$ cat src/core/dmh_pkg.sv
// constants and types for the dual multiply-accumulate datapath
package dmh_pkg;
    localparam int DATA_W = 16;
    localparam int EXT_W = 17;
    localparam int PROD_W = 32;
    localparam int ACC_W = 40;
    localparam int SHIFT_N = 16;
    localparam int NUM_ACC = 4;
    localparam int ADDR_W = 16;

    localparam logic [7:0] OPC_BYTE0 = 8'h93;
    localparam logic [1:0] VAR_ACX_SHIFT = 2'h0;
    localparam logic [1:0] VAR_BOTH_SHIFT = 2'h3;
    // field positions: variant/cmode in slot 1 low byte, the rest in the slot 2 byte
    localparam int VAR_LSB = 2;
    localparam int CMODE_LSB = 0;
    localparam int UNS_DATA_BIT = 7;
    localparam int UNS_COEF_BIT = 6;
    localparam int ACX_LSB = 4;
    localparam int ACY_LSB = 2;
    localparam int G40_BIT = 1;
    localparam int RND_BIT = 0;

    localparam logic [1:0] CM_NONE = 2'h0;
    localparam logic [1:0] CM_INC = 2'h1;
    localparam logic [1:0] CM_DEC = 2'h2;

    localparam logic [ADDR_W-1:0] CDP_STEP = 16'h0002;
    localparam logic [ADDR_W-1:0] PARTNER_STEP = 16'h0001;
    localparam logic [ADDR_W-1:0] CDP_RST = 16'h0000;
    localparam logic [ADDR_W-1:0] MMR_TOP = 16'h0060;

    localparam logic [ACC_W-1:0] ACC_RST = 40'h00_0000_0000;
    localparam logic [ACC_W:0] RND_HALF = 41'h000_0000_8000;
    localparam logic [15:0] RND_TIE = 16'h8000;
    localparam logic [ACC_W-1:0] SAT40_POS = 40'h7f_ffff_ffff;
    localparam logic [ACC_W-1:0] SAT40_NEG = 40'h80_0000_0000;
    localparam logic [ACC_W-1:0] SAT32_POS = 40'h00_7fff_ffff;
    localparam logic [ACC_W-1:0] SAT32_NEG = 40'hff_8000_0000;
    localparam logic [PROD_W-1:0] PROD_SAT = 32'h7fff_ffff;
    localparam logic [EXT_W-1:0] MIN17 = 17'h1_8000;

    typedef struct packed {
        logic sign_extension_mode_bit;
        logic fractional_mode_bit;
        logic multiply_saturation_mode_bit;
        logic wide_overflow_mode_bit;
        logic rounding_method_bit;
        logic accumulator_saturation_bit;
    } dmh_mode_t;

    typedef struct packed {
        logic both_shift;
        logic data_uns;
        logic coef_uns;
        logic [1:0] acx_sel;
        logic [1:0] acy_sel;
        logic force40;
        logic rnd;
        logic [1:0] cmode;
    } dmh_fields_t;

    typedef enum logic {ST_IDLE = 1'b0, ST_RPT = 1'b1} dmh_state_t;
endpackage

$ cat src/core/dmh_mac_unit.sv
// one multiply-accumulate unit: extend, multiply, shift, add, round, saturate
`timescale 1ns/1ps
module dmh_mac_unit import dmh_pkg::*; (
    input wire logic [DATA_W-1:0] data, // data operand half
    input wire logic [DATA_W-1:0] coef, // coefficient half
    input wire logic data_uns, // zero-extend data
    input wire logic coef_uns, // zero-extend coefficient
    input wire dmh_mode_t mode, // mode bits
    input wire logic wide, // effective 40-bit overflow mode
    input wire logic rnd, // rounding option
    input wire logic shift_src, // shift source accumulator right
    input wire logic [ACC_W-1:0] acc_in, // source accumulator
    output logic [ACC_W-1:0] acc_out, // result
    output logic ovf // accumulator overflow
);
    logic signed [EXT_W-1:0] data_ext;
    logic signed [EXT_W-1:0] coef_ext;
    logic signed [2*EXT_W-1:0] prod_full;
    logic [PROD_W-1:0] prod32;
    logic [ACC_W-1:0] prod40;
    logic [ACC_W-1:0] src;
    logic [ACC_W:0] sum;
    logic [ACC_W:0] rsum;

    always_comb begin
        data_ext = (data_uns || !mode.sign_extension_mode_bit) ? {1'b0, data} : {data[DATA_W-1], data};
        coef_ext = (coef_uns || !mode.sign_extension_mode_bit) ? {1'b0, coef} : {coef[DATA_W-1], coef};
    end

    assign prod_full = data_ext * coef_ext;

    always_comb begin
        // with both operands sign-extended, only min*min can overflow the doubled product
        if (mode.multiply_saturation_mode_bit && mode.fractional_mode_bit && data_ext == MIN17
            && coef_ext == MIN17) begin
            prod32 = PROD_SAT;
        end else if (mode.fractional_mode_bit) begin
            prod32 = {prod_full[PROD_W-2:0], 1'b0};
        end else begin
            prod32 = prod_full[PROD_W-1:0];
        end
        prod40 = {{(ACC_W-PROD_W){prod32[PROD_W-1]}}, prod32};
        src = shift_src ? {{SHIFT_N{acc_in[ACC_W-1]}}, acc_in[ACC_W-1:SHIFT_N]} : acc_in;
        sum = {src[ACC_W-1], src} + {prod40[ACC_W-1], prod40};
        rsum = sum;
        if (rnd) begin
            rsum = sum + RND_HALF;
            // unbiased method: an exact tie rounds to even
            if (mode.rounding_method_bit && sum[15:0] == RND_TIE) begin
                rsum[16] = 1'b0;
            end
            rsum[15:0] = 16'h0000;
        end
        if (wide) begin
            ovf = rsum[ACC_W] != rsum[ACC_W-1];
        end else begin
            ovf = !((&rsum[ACC_W:PROD_W-1]) || !(|rsum[ACC_W:PROD_W-1]));
        end
        if (ovf && mode.accumulator_saturation_bit) begin
            if (wide) begin
                acc_out = rsum[ACC_W] ? SAT40_NEG : SAT40_POS;
            end else begin
                acc_out = rsum[ACC_W] ? SAT32_NEG : SAT32_POS;
            end
        end else begin
            acc_out = rsum[ACC_W-1:0];
        end
    end
endmodule // dmh_mac_unit

$ cat src/core/dmh_dual_mac.sv
// dual multiply-accumulate datapath with decode, coefficient pointer and repeat
`timescale 1ns/1ps
module dmh_dual_mac import dmh_pkg::*; #(
    parameter int RPT_W = 8
) (
    input wire logic clk, // clock
    input wire logic rst, // synchronous reset
    input wire logic issue_valid, // instruction offered
    output logic issue_ready, // block can take an instruction
    input wire logic [31:0] slot1_word, // first four bytes, opcode byte on top
    input wire logic [7:0] slot2_byte, // least significant byte from slot 2
    input wire logic pair_active, // another instruction offered in parallel
    input wire logic [RPT_W-1:0] rpt_count, // extra repetitions
    input wire logic [ADDR_W-1:0] xmem_addr, // lower data operand address
    input wire logic [ADDR_W-1:0] ymem_addr, // upper data operand address
    input wire logic [DATA_W-1:0] xmem_lo_data, // lower data operand
    input wire logic [DATA_W-1:0] ymem_hi_data, // upper data operand
    output logic coef_rd_en, // coefficient read this cycle
    output logic [ADDR_W-1:0] coef_hi_addr, // upper coefficient address
    output logic [ADDR_W-1:0] coef_lo_addr, // lower coefficient address
    input wire logic [DATA_W-1:0] second_coefficient_data_bus, // upper coefficient
    input wire logic [DATA_W-1:0] first_coefficient_data_bus, // lower coefficient
    input wire dmh_mode_t mode, // status mode bits
    input wire logic cptr_load, // load coefficient pointer
    input wire logic [ADDR_W-1:0] cptr_load_value, // pointer load value
    input wire logic acc_wr_en, // software accumulator write
    input wire logic [1:0] acc_wr_sel, // accumulator to write
    input wire logic [ACC_W-1:0] acc_wr_data, // write data
    input wire logic [NUM_ACC-1:0] ovf_clear, // clear overflow flags
    output logic [NUM_ACC-1:0][ACC_W-1:0] acc_q, // accumulators
    output logic [NUM_ACC-1:0] ovf_flags, // accumulator overflow flags
    output logic [ADDR_W-1:0] coefficient_pointer, // pointer value
    output logic busy, // repeat in progress
    output logic exec_done, // one execution completed
    output logic decode_reject, // opcode not recognised
    output logic pair_reject, // refused for parallel pairing
    output logic mmr_reject // upper operand hit mapped registers
);
    generate
        if (RPT_W < 1 || RPT_W > 16) begin : g_bad_rpt
            $error("RPT_W must be 1 to 16");
        end
    endgenerate

    dmh_state_t state_reg;
    logic [RPT_W-1:0] cnt_reg;
    dmh_fields_t fld_reg;
    dmh_fields_t dec;
    dmh_fields_t fld;
    logic [NUM_ACC-1:0][ACC_W-1:0] acc_reg;
    logic [NUM_ACC-1:0] ovf_reg;
    logic [ADDR_W-1:0] cdp_reg;
    logic opc_ok;
    logic ymem_in_mmr;
    logic take;
    logic start;
    logic rep;
    logic exec;
    logic wide;
    logic [ACC_W-1:0] hi_res;
    logic [ACC_W-1:0] lo_res;
    logic hi_ovf;
    logic lo_ovf;
    logic exec_reg;
    logic dec_rej_reg;
    logic pair_rej_reg;
    logic mmr_rej_reg;

    // decode of the five-byte form
    always_comb begin
        opc_ok = slot1_word[31:24] == OPC_BYTE0
            && (slot1_word[VAR_LSB+1:VAR_LSB] == VAR_ACX_SHIFT
            || slot1_word[VAR_LSB+1:VAR_LSB] == VAR_BOTH_SHIFT);
        dec.both_shift = slot1_word[VAR_LSB+1:VAR_LSB] == VAR_BOTH_SHIFT;
        dec.cmode = slot1_word[CMODE_LSB+1:CMODE_LSB];
        dec.data_uns = slot2_byte[UNS_DATA_BIT];
        dec.coef_uns = slot2_byte[UNS_COEF_BIT];
        dec.acx_sel = slot2_byte[ACX_LSB+1:ACX_LSB];
        dec.acy_sel = slot2_byte[ACY_LSB+1:ACY_LSB];
        dec.force40 = slot2_byte[G40_BIT];
        dec.rnd = slot2_byte[RND_BIT];
    end

    assign issue_ready = state_reg == ST_IDLE;
    assign ymem_in_mmr = ymem_addr < MMR_TOP;
    assign take = issue_valid && issue_ready;
    // the long form fills both slots, so a parallel partner is refused outright
    assign start = take && opc_ok && !pair_active && !ymem_in_mmr;
    assign rep = state_reg == ST_RPT;
    assign exec = start || (rep && !ymem_in_mmr);
    assign fld = rep ? fld_reg : dec;
    // local 40-bit option never touches the stored mode bit
    assign wide = mode.wide_overflow_mode_bit || fld.force40;

    // repeat sequencing: 1 + rpt_count executions, one per cycle
    always_ff @(posedge clk) begin
        if (rst) begin
            state_reg <= ST_IDLE;
            cnt_reg <= '0;
        end else begin
            case (state_reg)
                ST_IDLE: begin
                    if (start && rpt_count != '0) begin
                        state_reg <= ST_RPT;
                        cnt_reg <= rpt_count;
                    end
                end
                ST_RPT: begin
                    cnt_reg <= cnt_reg - 1'b1;
                    if (cnt_reg == RPT_W'(1)) begin
                        state_reg <= ST_IDLE;
                    end
                end
                default: state_reg <= ST_IDLE;
            endcase
        end
    end

    always_ff @(posedge clk) begin
        if (rst) begin
            fld_reg <= '0;
        end else if (start) begin
            fld_reg <= dec;
        end
    end

    // coefficient addressing: upper half at pointer, lower at its partner
    assign coef_hi_addr = cdp_reg;
    assign coef_lo_addr = cdp_reg[0] ? cdp_reg - PARTNER_STEP : cdp_reg + PARTNER_STEP;
    assign coef_rd_en = exec;

    always_ff @(posedge clk) begin
        if (rst) begin
            cdp_reg <= CDP_RST;
        end else if (exec) begin
            case (fld.cmode)
                CM_INC: cdp_reg <= cdp_reg + CDP_STEP;
                CM_DEC: cdp_reg <= cdp_reg - CDP_STEP;
                default: cdp_reg <= cdp_reg;
            endcase
        end else if (cptr_load) begin
            cdp_reg <= cptr_load_value;
        end
    end

    // both units read the old accumulators; results land at one edge
    dmh_mac_unit u_upper_multiplier_unit (
        .data(ymem_hi_data),
        .coef(second_coefficient_data_bus),
        .data_uns(fld.data_uns),
        .coef_uns(fld.coef_uns),
        .mode(mode),
        .wide(wide),
        .rnd(fld.rnd),
        .shift_src(fld.both_shift),
        .acc_in(acc_reg[fld.acy_sel]),
        .acc_out(hi_res),
        .ovf(hi_ovf)
    );

    dmh_mac_unit u_lower_multiplier_unit (
        .data(xmem_lo_data),
        .coef(first_coefficient_data_bus),
        .data_uns(fld.data_uns),
        .coef_uns(fld.coef_uns),
        .mode(mode),
        .wide(wide),
        .rnd(fld.rnd),
        .shift_src(1'b1),
        .acc_in(acc_reg[fld.acx_sel]),
        .acc_out(lo_res),
        .ovf(lo_ovf)
    );

    always_ff @(posedge clk) begin
        if (rst) begin
            acc_reg <= {NUM_ACC{ACC_RST}};
        end else if (exec) begin
            acc_reg[fld.acx_sel] <= lo_res;
            // same accumulator named twice: the upper result is kept
            acc_reg[fld.acy_sel] <= hi_res;
        end else if (acc_wr_en) begin
            acc_reg[acc_wr_sel] <= acc_wr_data;
        end
    end

    // a fresh overflow beats a clear in the same cycle
    always_ff @(posedge clk) begin
        if (rst) begin
            ovf_reg <= '0;
        end else begin
            for (int i = 0; i < NUM_ACC; i++) begin
                if (exec && ((lo_ovf && fld.acx_sel == i[1:0]) || (hi_ovf && fld.acy_sel == i[1:0]))) begin
                    ovf_reg[i] <= 1'b1;
                end else if (ovf_clear[i]) begin
                    ovf_reg[i] <= 1'b0;
                end
            end
        end
    end

    always_ff @(posedge clk) begin
        if (rst) begin
            exec_reg <= 1'b0;
            dec_rej_reg <= 1'b0;
            pair_rej_reg <= 1'b0;
            mmr_rej_reg <= 1'b0;
        end else begin
            exec_reg <= exec;
            dec_rej_reg <= take && !opc_ok;
            pair_rej_reg <= take && opc_ok && pair_active;
            mmr_rej_reg <= (take && opc_ok && !pair_active && ymem_in_mmr) || (rep && ymem_in_mmr);
        end
    end

    assign acc_q = acc_reg;
    assign ovf_flags = ovf_reg;
    assign coefficient_pointer = cdp_reg;
    assign busy = rep;
    assign exec_done = exec_reg;
    assign decode_reject = dec_rej_reg;
    assign pair_reject = pair_rej_reg;
    assign mmr_reject = mmr_rej_reg;

    // helper copies for the checks below
    logic [1:0] acx_q;
    logic [1:0] acy_q;
    logic [ACC_W-1:0] hi_res_q;
    logic [ACC_W-1:0] lo_res_q;
    always_ff @(posedge clk) begin
        acx_q <= fld.acx_sel;
        acy_q <= fld.acy_sel;
        hi_res_q <= hi_res;
        lo_res_q <= lo_res;
    end
endmodule // dmh_dual_mac

$ cat config.mk
export PLATFORM = sky130hd
export DESIGN_NAME = dmh_dual_mac
export DESIGN_NICKNAME = d
export VERILOG_FILES = /design/src/core/dmh_pkg.sv /design/src/core/dmh_mac_unit.sv /design/src/core/dmh_dual_mac.sv
export SDC_FILE = /design/constraint.sdc
export NUM_CORES = 2
export LEC_CHECK = 0
export ABC_AREA = 1
export BUFFER_PORTS_ARGS = -buffer_cell sky130_fd_sc_hd__buf_2
export CAP_MARGIN = 25
export CELL_PAD_IN_SITES_DETAIL_PLACEMENT = 1
export CELL_PAD_IN_SITES_GLOBAL_PLACEMENT = 2
export CORE_UTILIZATION = 34
export CTS_CLUSTER_DIAMETER = 150
export DETAILED_ROUTE_END_ITERATION = 10
export PLACE_DENSITY = 0.92
export RECOVER_POWER = 50
export SYNTH_ARGS = -nofsm -noshare
export SYNTH_HDL_FRONTEND = slang
export SYNTH_SLANG_ARGS = --single-unit
$ cat constraint.sdc
create_clock -name clk -period 14.2 [get_ports clk]
set_input_delay 0.71 -clock clk [delete_from_list [all_inputs] [get_ports clk]]
set_output_delay 0.71 -clock clk [all_outputs]
set_load 0.02 [all_outputs]
== Yosys cells after proc, flatten, opt, wreduce, memory -nomap -nowiden ==
Index checks and enable logic that the tools add are counted.

* Flip-flop bits (word level): 204
* Bits of input ports: 218
* Output and inout port bits: 219

* Add/sub/neg operators: 9
* $mul: 2
* Magnitude comparators: 7
* Equal/unequal tests: 21
* Multiplexer cells: 56
* Bitwise operators: 1
* Reductions and logical operators: 70

{| class="wikitable"
|+ Operators with widths
! cell !! count
|-
| 40-bit 2-to-1 mux || 13
|-
| 160-bit bitwise mux || 3
|-
| 160-bit 2-to-1 mux || 2
|-
| 40-bit demux with 2-bit select || 3
|-
| 40-bit binary-select mux with 2-bit select || 2
|-
| 32-bit 2-to-1 mux || 4
|-
| 41-bit by 16-bit adder with 41-bit output (second input constant) || 2
|-
| 41-bit 2-to-1 mux || 2
|-
| 17-bit == test (second input constant) || 4
|-
| 17-bit 2-to-1 mux || 4
|-
| 17-bit by 17-bit multiplier with 32-bit output || 2
|-
| 16-bit 2-to-1 mux || 3
|-
| 40-bit by 32-bit adder with 41-bit output || 1
|-
| 39-bit 2-to-1 mux || 1
|-
| 1-bit logical AND || 35
|-
| 24-bit by 32-bit adder with 33-bit output || 1
|-
| 16-bit == test (second input constant) || 2
|-
| 16-bit case mux with 2 select lines || 1
|-
| 10-bit AND reduction || 2
|-
| 10-bit OR reduction || 2
|-
| 16-bit by 1-bit adder with 16-bit output (second input constant) || 1
|-
| 16-bit by 2-bit adder with 16-bit output (second input constant) || 1
|-
| 16-bit by 7-bit < comparator with 1-bit output (second input constant) || 1
|-
| 8-bit case mux with 2 select lines || 1
|-
| 23 further kinds || 73
|}

== Depth between registers and ports, before layout ==
* Depth after elaboration: 23
* Gate-level depth with buffers: 74
* Depth with buffers taken out: 71

== Modules after synthesis ==
Synthesis repeated with hierarchy kept, for this count alone.

* Cells, all modules: 7,225
* Area, all modules: 46,809.9 um^2

{| class="wikitable"
|+ Modules (own cells, without submodules)
! module !! instances !! cells each !! area an instance (um^2)
|-
| dmh_mac_unit (u_upper_multiplier_unit) || 1 || 2,492 || 16,079.2
|-
| dmh_mac_unit (u_lower_multiplier_unit) || 1 || 2,516 || 16,069.2
|-
| dmh_dual_mac || 1 || 2,217 || 14,661.6
|}

== Worst setup path after synthesis ==
OpenSTA, ideal clock, no wires.

* Path type: in2reg
* From: input port ymem_hi_data[11]
* To: register acc_reg, in the netlist acc_q[128]
* Library setup time: 70 ps
* Arrival: 10,366 ps
* Required time: 14,130 ps
* Slack: 3,764 ps
* Cell stages on the path: 65
* Path buffers: 3
* Cells stage by stage: clkbuf_1 > clkbuf_1 > nand2_1 > fa_1 > inv_1 > fa_1 > fa_1 > fa_1 > inv_1 > fa_1 > inv_1 > fa_1 > ha_1 > a21oi_1 > o21ai_0 > o21bai_1 > a31oi_1 > o21bai_1 > [... 29 more ...] > nor2_1 > nand3_1 > nor2_1 > nand2_1 > inv_1 > nand2_1 > nor2_1 > nand2_1 > nand3_2 > nand2_4 > nand2_2 > buf_2 > nand2_1 > nand2_1 > nand2_1 > nand2_1 > nand2_1 > a21oi_1

* Word-level cells in the longest chain between the ends: 17

{| class="wikitable"
|+ RTL lines
! item !! line !! text
|-
| start: declaration || dmh_dual_mac.sv:17 || <nowiki>input wire logic [DATA_W-1:0] ymem_hi_data,</nowiki>
|-
| 17-bit 2-to-1 mux * || dmh_mac_unit.sv:26 || <nowiki>data_ext = (data_uns || !mode.sign_extension_mode_bit) ? {1'b0, data} : {data[DATA_W-1], data};</nowiki>
|-
| parallel branches: the longest is 3 deep, another holds 17-bit by 17-bit multiplier with 32-bit output || - ||
|-
| 32-bit 2-to-1 mux * || dmh_mac_unit.sv:34 || <nowiki>if (mode.multiply_saturation_mode_bit && mode.fractional_mode_bit && data_ext == MIN17</nowiki>
|-
| 40-bit by 32-bit adder with 41-bit output * || dmh_mac_unit.sv:44 || <nowiki>sum = {src[ACC_W-1], src} + {prod40[ACC_W-1], prod40};</nowiki>
|-
| 41-bit by 16-bit adder with 41-bit output || dmh_mac_unit.sv:47 || <nowiki>rsum = sum + RND_HALF;</nowiki>
|-
| 41-bit 2-to-1 mux * || dmh_mac_unit.sv:46 || <nowiki>if (rnd) begin</nowiki>
|-
| 10-bit OR reduction || dmh_mac_unit.sv:57 || <nowiki>ovf = !((&rsum[ACC_W:PROD_W-1]) || !(|rsum[ACC_W:PROD_W-1]));</nowiki>
|-
| 1-bit zero test || dmh_mac_unit.sv:57 ||
|-
| 1-bit logical OR || dmh_mac_unit.sv:57 ||
|-
| 1-bit zero test || dmh_mac_unit.sv:57 ||
|-
| 1-bit 2-to-1 mux || dmh_mac_unit.sv:54 || <nowiki>if (wide) begin</nowiki>
|-
| 1-bit logical AND || dmh_mac_unit.sv:59 || <nowiki>if (ovf && mode.accumulator_saturation_bit) begin</nowiki>
|-
| 40-bit 2-to-1 mux * || dmh_mac_unit.sv:59 ||
|-
| 160-bit bitwise mux * || dmh_dual_mac.sv:181 || <nowiki>acc_reg[fld.acy_sel] <= hi_res;</nowiki>
|-
| 160-bit 2-to-1 mux * || dmh_dual_mac.sv:178 || <nowiki>end else if (exec) begin</nowiki>
|-
| end signal: indexed assignment || dmh_dual_mac.sv:179 || <nowiki>acc_reg[fld.acx_sel] <= lo_res;</nowiki>
|-
| end signal: indexed assignment || dmh_dual_mac.sv:181 ||
|-
| end signal: indexed assignment || dmh_dual_mac.sv:183 || <nowiki>acc_reg[acc_wr_sel] <= acc_wr_data;</nowiki>
|-
| end: declaration || dmh_dual_mac.sv:50 || <nowiki>logic [NUM_ACC-1:0][ACC_W-1:0] acc_reg;</nowiki>
|}

Mark *: on every way between the ends.
A chain may end at the register's enable or synchronous reset.

== Final worst setup path ==
* From: register state_reg, in the netlist busy
* To: register acc_reg, in the netlist acc_q[153]

* Word-level cells in the longest chain between the ends: 20

{| class="wikitable"
|+ RTL lines
! item !! line !! text
|-
| start: declaration || dmh_dual_mac.sv:45 || <nowiki>dmh_state_t state_reg;</nowiki>
|-
| start signal: assignment || dmh_dual_mac.sv:98 || <nowiki>state_reg <= ST_IDLE;</nowiki>
|-
| start signal: assignment || dmh_dual_mac.sv:104 || <nowiki>state_reg <= ST_RPT;</nowiki>
|-
| start signal: assignment || dmh_dual_mac.sv:111 || <nowiki>state_reg <= ST_IDLE;</nowiki>
|-
| parallel branches: the longest is 20 deep, another holds 41-bit by 16-bit adder with 41-bit output || - ||
|}

Several ways; the timed one is not identified. The select of a mux whose other input is x is not followed.

==> impl_metrics.ini <==
[synthesis]
yosys_warnings = 0
syn_inst = 6702
ys_types = 58
synth.area.top_cells = fa_1 26%, nand2_1 18%, inv_1 11%
yosys_register_bits = 204
synth_nets = 7757
synth-edff-count = 0
synthesis.area_mm2 = 0.0435
synthFlopType = dfxtp_1
synth_top_area_share_pct = 26.1
yosys.area.top_type = fa_1
avgSynthCellArea_um2 = 6.49
async_flop_share_pct = 0
yosysSeqAreaShare_pct = 9.39

[floorplan]
start_util_pct = 34.5
rows = 130
dieWidth_um = 360
core_area_mm2 = 0.126
num_io_pins = 437
die_h_um = 360
die_area_mm2 = 0.129

[place]
io_buffers = 395
gp_congestion = 0.923
hpwlAfterDp_um = 138000
dpl_worst_slack_ps = 1560

[routing]
dr.pass1.iters = 6
top_layer = met5
vias = 44400
wire_per_inst_um = 20.8
via_per_inst = 5.24
wl_met2_um = 83400
drt_iter0_drc = 2852
drc = 0
totalWireLength_um = 177000
drtAntennaViolNets = 0
wl_met1_um = 77200
met3WireLength_um = 9800

[clock_network]
numCtsBuffers = 23
cts_tree = yes
root_buffer = clkbuf_16
clock-sinks = 204
cts_hold_buf = 0
post_cts_resized = 0
post-cts-setup-buffers = 0
h-tree-depth = 1
cts_buffer_depth = 3
clkLatencyLatePin_ps = 570
path_clk_slew_ps = 70

[finish]
final_layout_size_suffix_gt1_share_pct = 5.41
multiInputGateArea_mm2 = 0.0330
area.sequential_mm2 = 0.00408
synthToLayoutAreaGrowth_pct = 8.08
nets = 7865
largest_reg_flops = 160
n_fill_cell = 16800

[worst_setup_path]
start_kind = flip-flop
cp-end-kind = flip-flop
cp.arrival_ps = 13150
cp_data_required_time_ps = 14430
crit_top_cell = nand2_1
max_stage_delay_ps = 670
cpMaxStageDelayCell = nand2_2
critPathMaxFanout = 35
crit_type = reg -> reg

[global_routing]
grt_overflow = 0
antenna_found_initial = 5
grt.total_usage_pct = 27.1
grt_pass1_vias = 46900
grt_pass1_wl_um = 276000
grt_max_degree = 107

[worst_hold_path]
hold_class = in -> reg

[timing]
finalHoldViolCount = 0
max_slew.worst_pin.slew_ps = 4780
fin_tns_setup_ps = 0
skew_ps = 19.2
slew_headroom_pct = -219
rsz0062_at_grt = no
maxSlewViolCount = 92
fin_crit_sh_pct = 91.0
clock.fmax_mhz = 77.4
whs_ps = 332
layout_setup_ws_ps = 1280
setup_viol = 0
min_period_ps = 12920

[flow_run]
max_cap_viol_count = 1

[run_status]
violations = capacitance limit, slew limit
status = complete, but fails checks
-- final cells by class --
class	instances	area share, %
multi-input combinational	4815	70.2
inverter	1324	10.6
sequential	204	8.69
timing repair buffer	442	4.52
tap	1650	4.39
clock buffer	32	1.36
clock inverter	9	0.229
antenna	1	0.00532
-- metal layers --
metal | track usage, % | up-vias
li1 | - | 20600
met1 | 36.1 | 22100
met2 | 45.9 | 1368
met3 | 2.67 | 291
met4 | 8.45 | 8
met5 | 0 | -
-- worst max-delay path: cells and delay by family (launching register included) --
kind            cells  cell delay, ps
simple gates       31            4860
fa+ha+maj           9            3750
buf+inv            12            1670
compound gates      9            1420
flops               1             450
xor+xnor            2             410
-- cell families (layout without fill, tap and decap cells) --
group | count (synthesis) | after routing | synth area share [%]
and+or+nand+nor | 2931 | 2931 | 27.4
adders and majority gates | 837 | 837 | 33.9
AOI/OAI and AO/OA | 882 | 882 | 11.2
DFF | 204 | 204 | 9.39
buffers and inverters | 1683 | 1807 | 14.9
muxes | 2 | 2 | 0.0460
xor gates and xnor gates | 163 | 163 | 3.30
other | 0 | 1 | 0
-- placed cells by master, fill, tap and decap left out, types with 4 or more instances in the layout --
cell,instances
nand2_1,2054
inv_1,1265
fa_1,567
a21oi_1,379
nor2_1,370
nand3_1,316
ha_1,270
o21ai_0,261
clkbuf_1,209
dfxtp_1,204
buf_2,192
o22ai_1,122
xor2_1,116
nand4_1,51
xnor2_1,46
buf_4,43
clkinv_1,39
nor4_1,34
nor3_1,26
nand2_2,25
clkbuf_16,23
o31ai_1,20
inv_2,19
o21bai_1,19
or2_2,18
o211ai_1,16
a21o_1,14
o21ai_1,8
a31oi_1,8
a211oi_1,7
nor2_2,6
nand3_2,5
a21boi_0,5
nor4b_1,4
nor2_4,4
and2_1,4
nand3b_1,4
-- Yosys cell counts (18+ instances only) --
| cell type | n |
|---|---|
| buf_1 | 56 |
| inv_1 | 1271 |
| clkbuf_1 | 256 |
| buf_2 | 20 |
| nand2_1 | 2058 |
| xnor2_1 | 46 |
| nand3_1 | 316 |
| clkinv_1 | 39 |
| nor2_1 | 376 |
| o21bai_1 | 19 |
| or2_2 | 18 |
| o21ai_0 | 261 |
| nor3_1 | 26 |
| xor2_1 | 116 |
| fa_1 | 567 |
| o31ai_1 | 20 |
| nor4_1 | 34 |
| nand4_1 | 51 |
| ha_1 | 270 |
| buf_4 | 21 |
| dfxtp_1 | 204 |
| o22ai_1 | 122 |
| a21oi_1 | 381 |
| nand2_2 | 21 |
-- metrics by stage --
step / utilization, % / area, µm² / std cells
after global placement: 36.8 / 46400 / 8430
after global routing: 37.3 / 47000 / 8477
after floorplan: - / 43500 / 6702
after detailed placement: 36.8 / 46500 / 8433
final: 37.3 / 47000 / 8477
after CTS: 37.4 / 47200 / 8474
-- worst paths after layout --
kind	start	cells after the start	endpoint	slack, ps
min	ovf_clear[0]	2	ovf_flags[0]	330
max reg2reg	busy	63	acc_q[153]	1280
max	busy	63	acc_q[153]	1280
min reg2reg	ovf_flags[3]	2	ovf_flags[3]	470
Power is not shown: default switching activity piles up to over one toggle a cycle in this logic, so the estimate is an artifact.
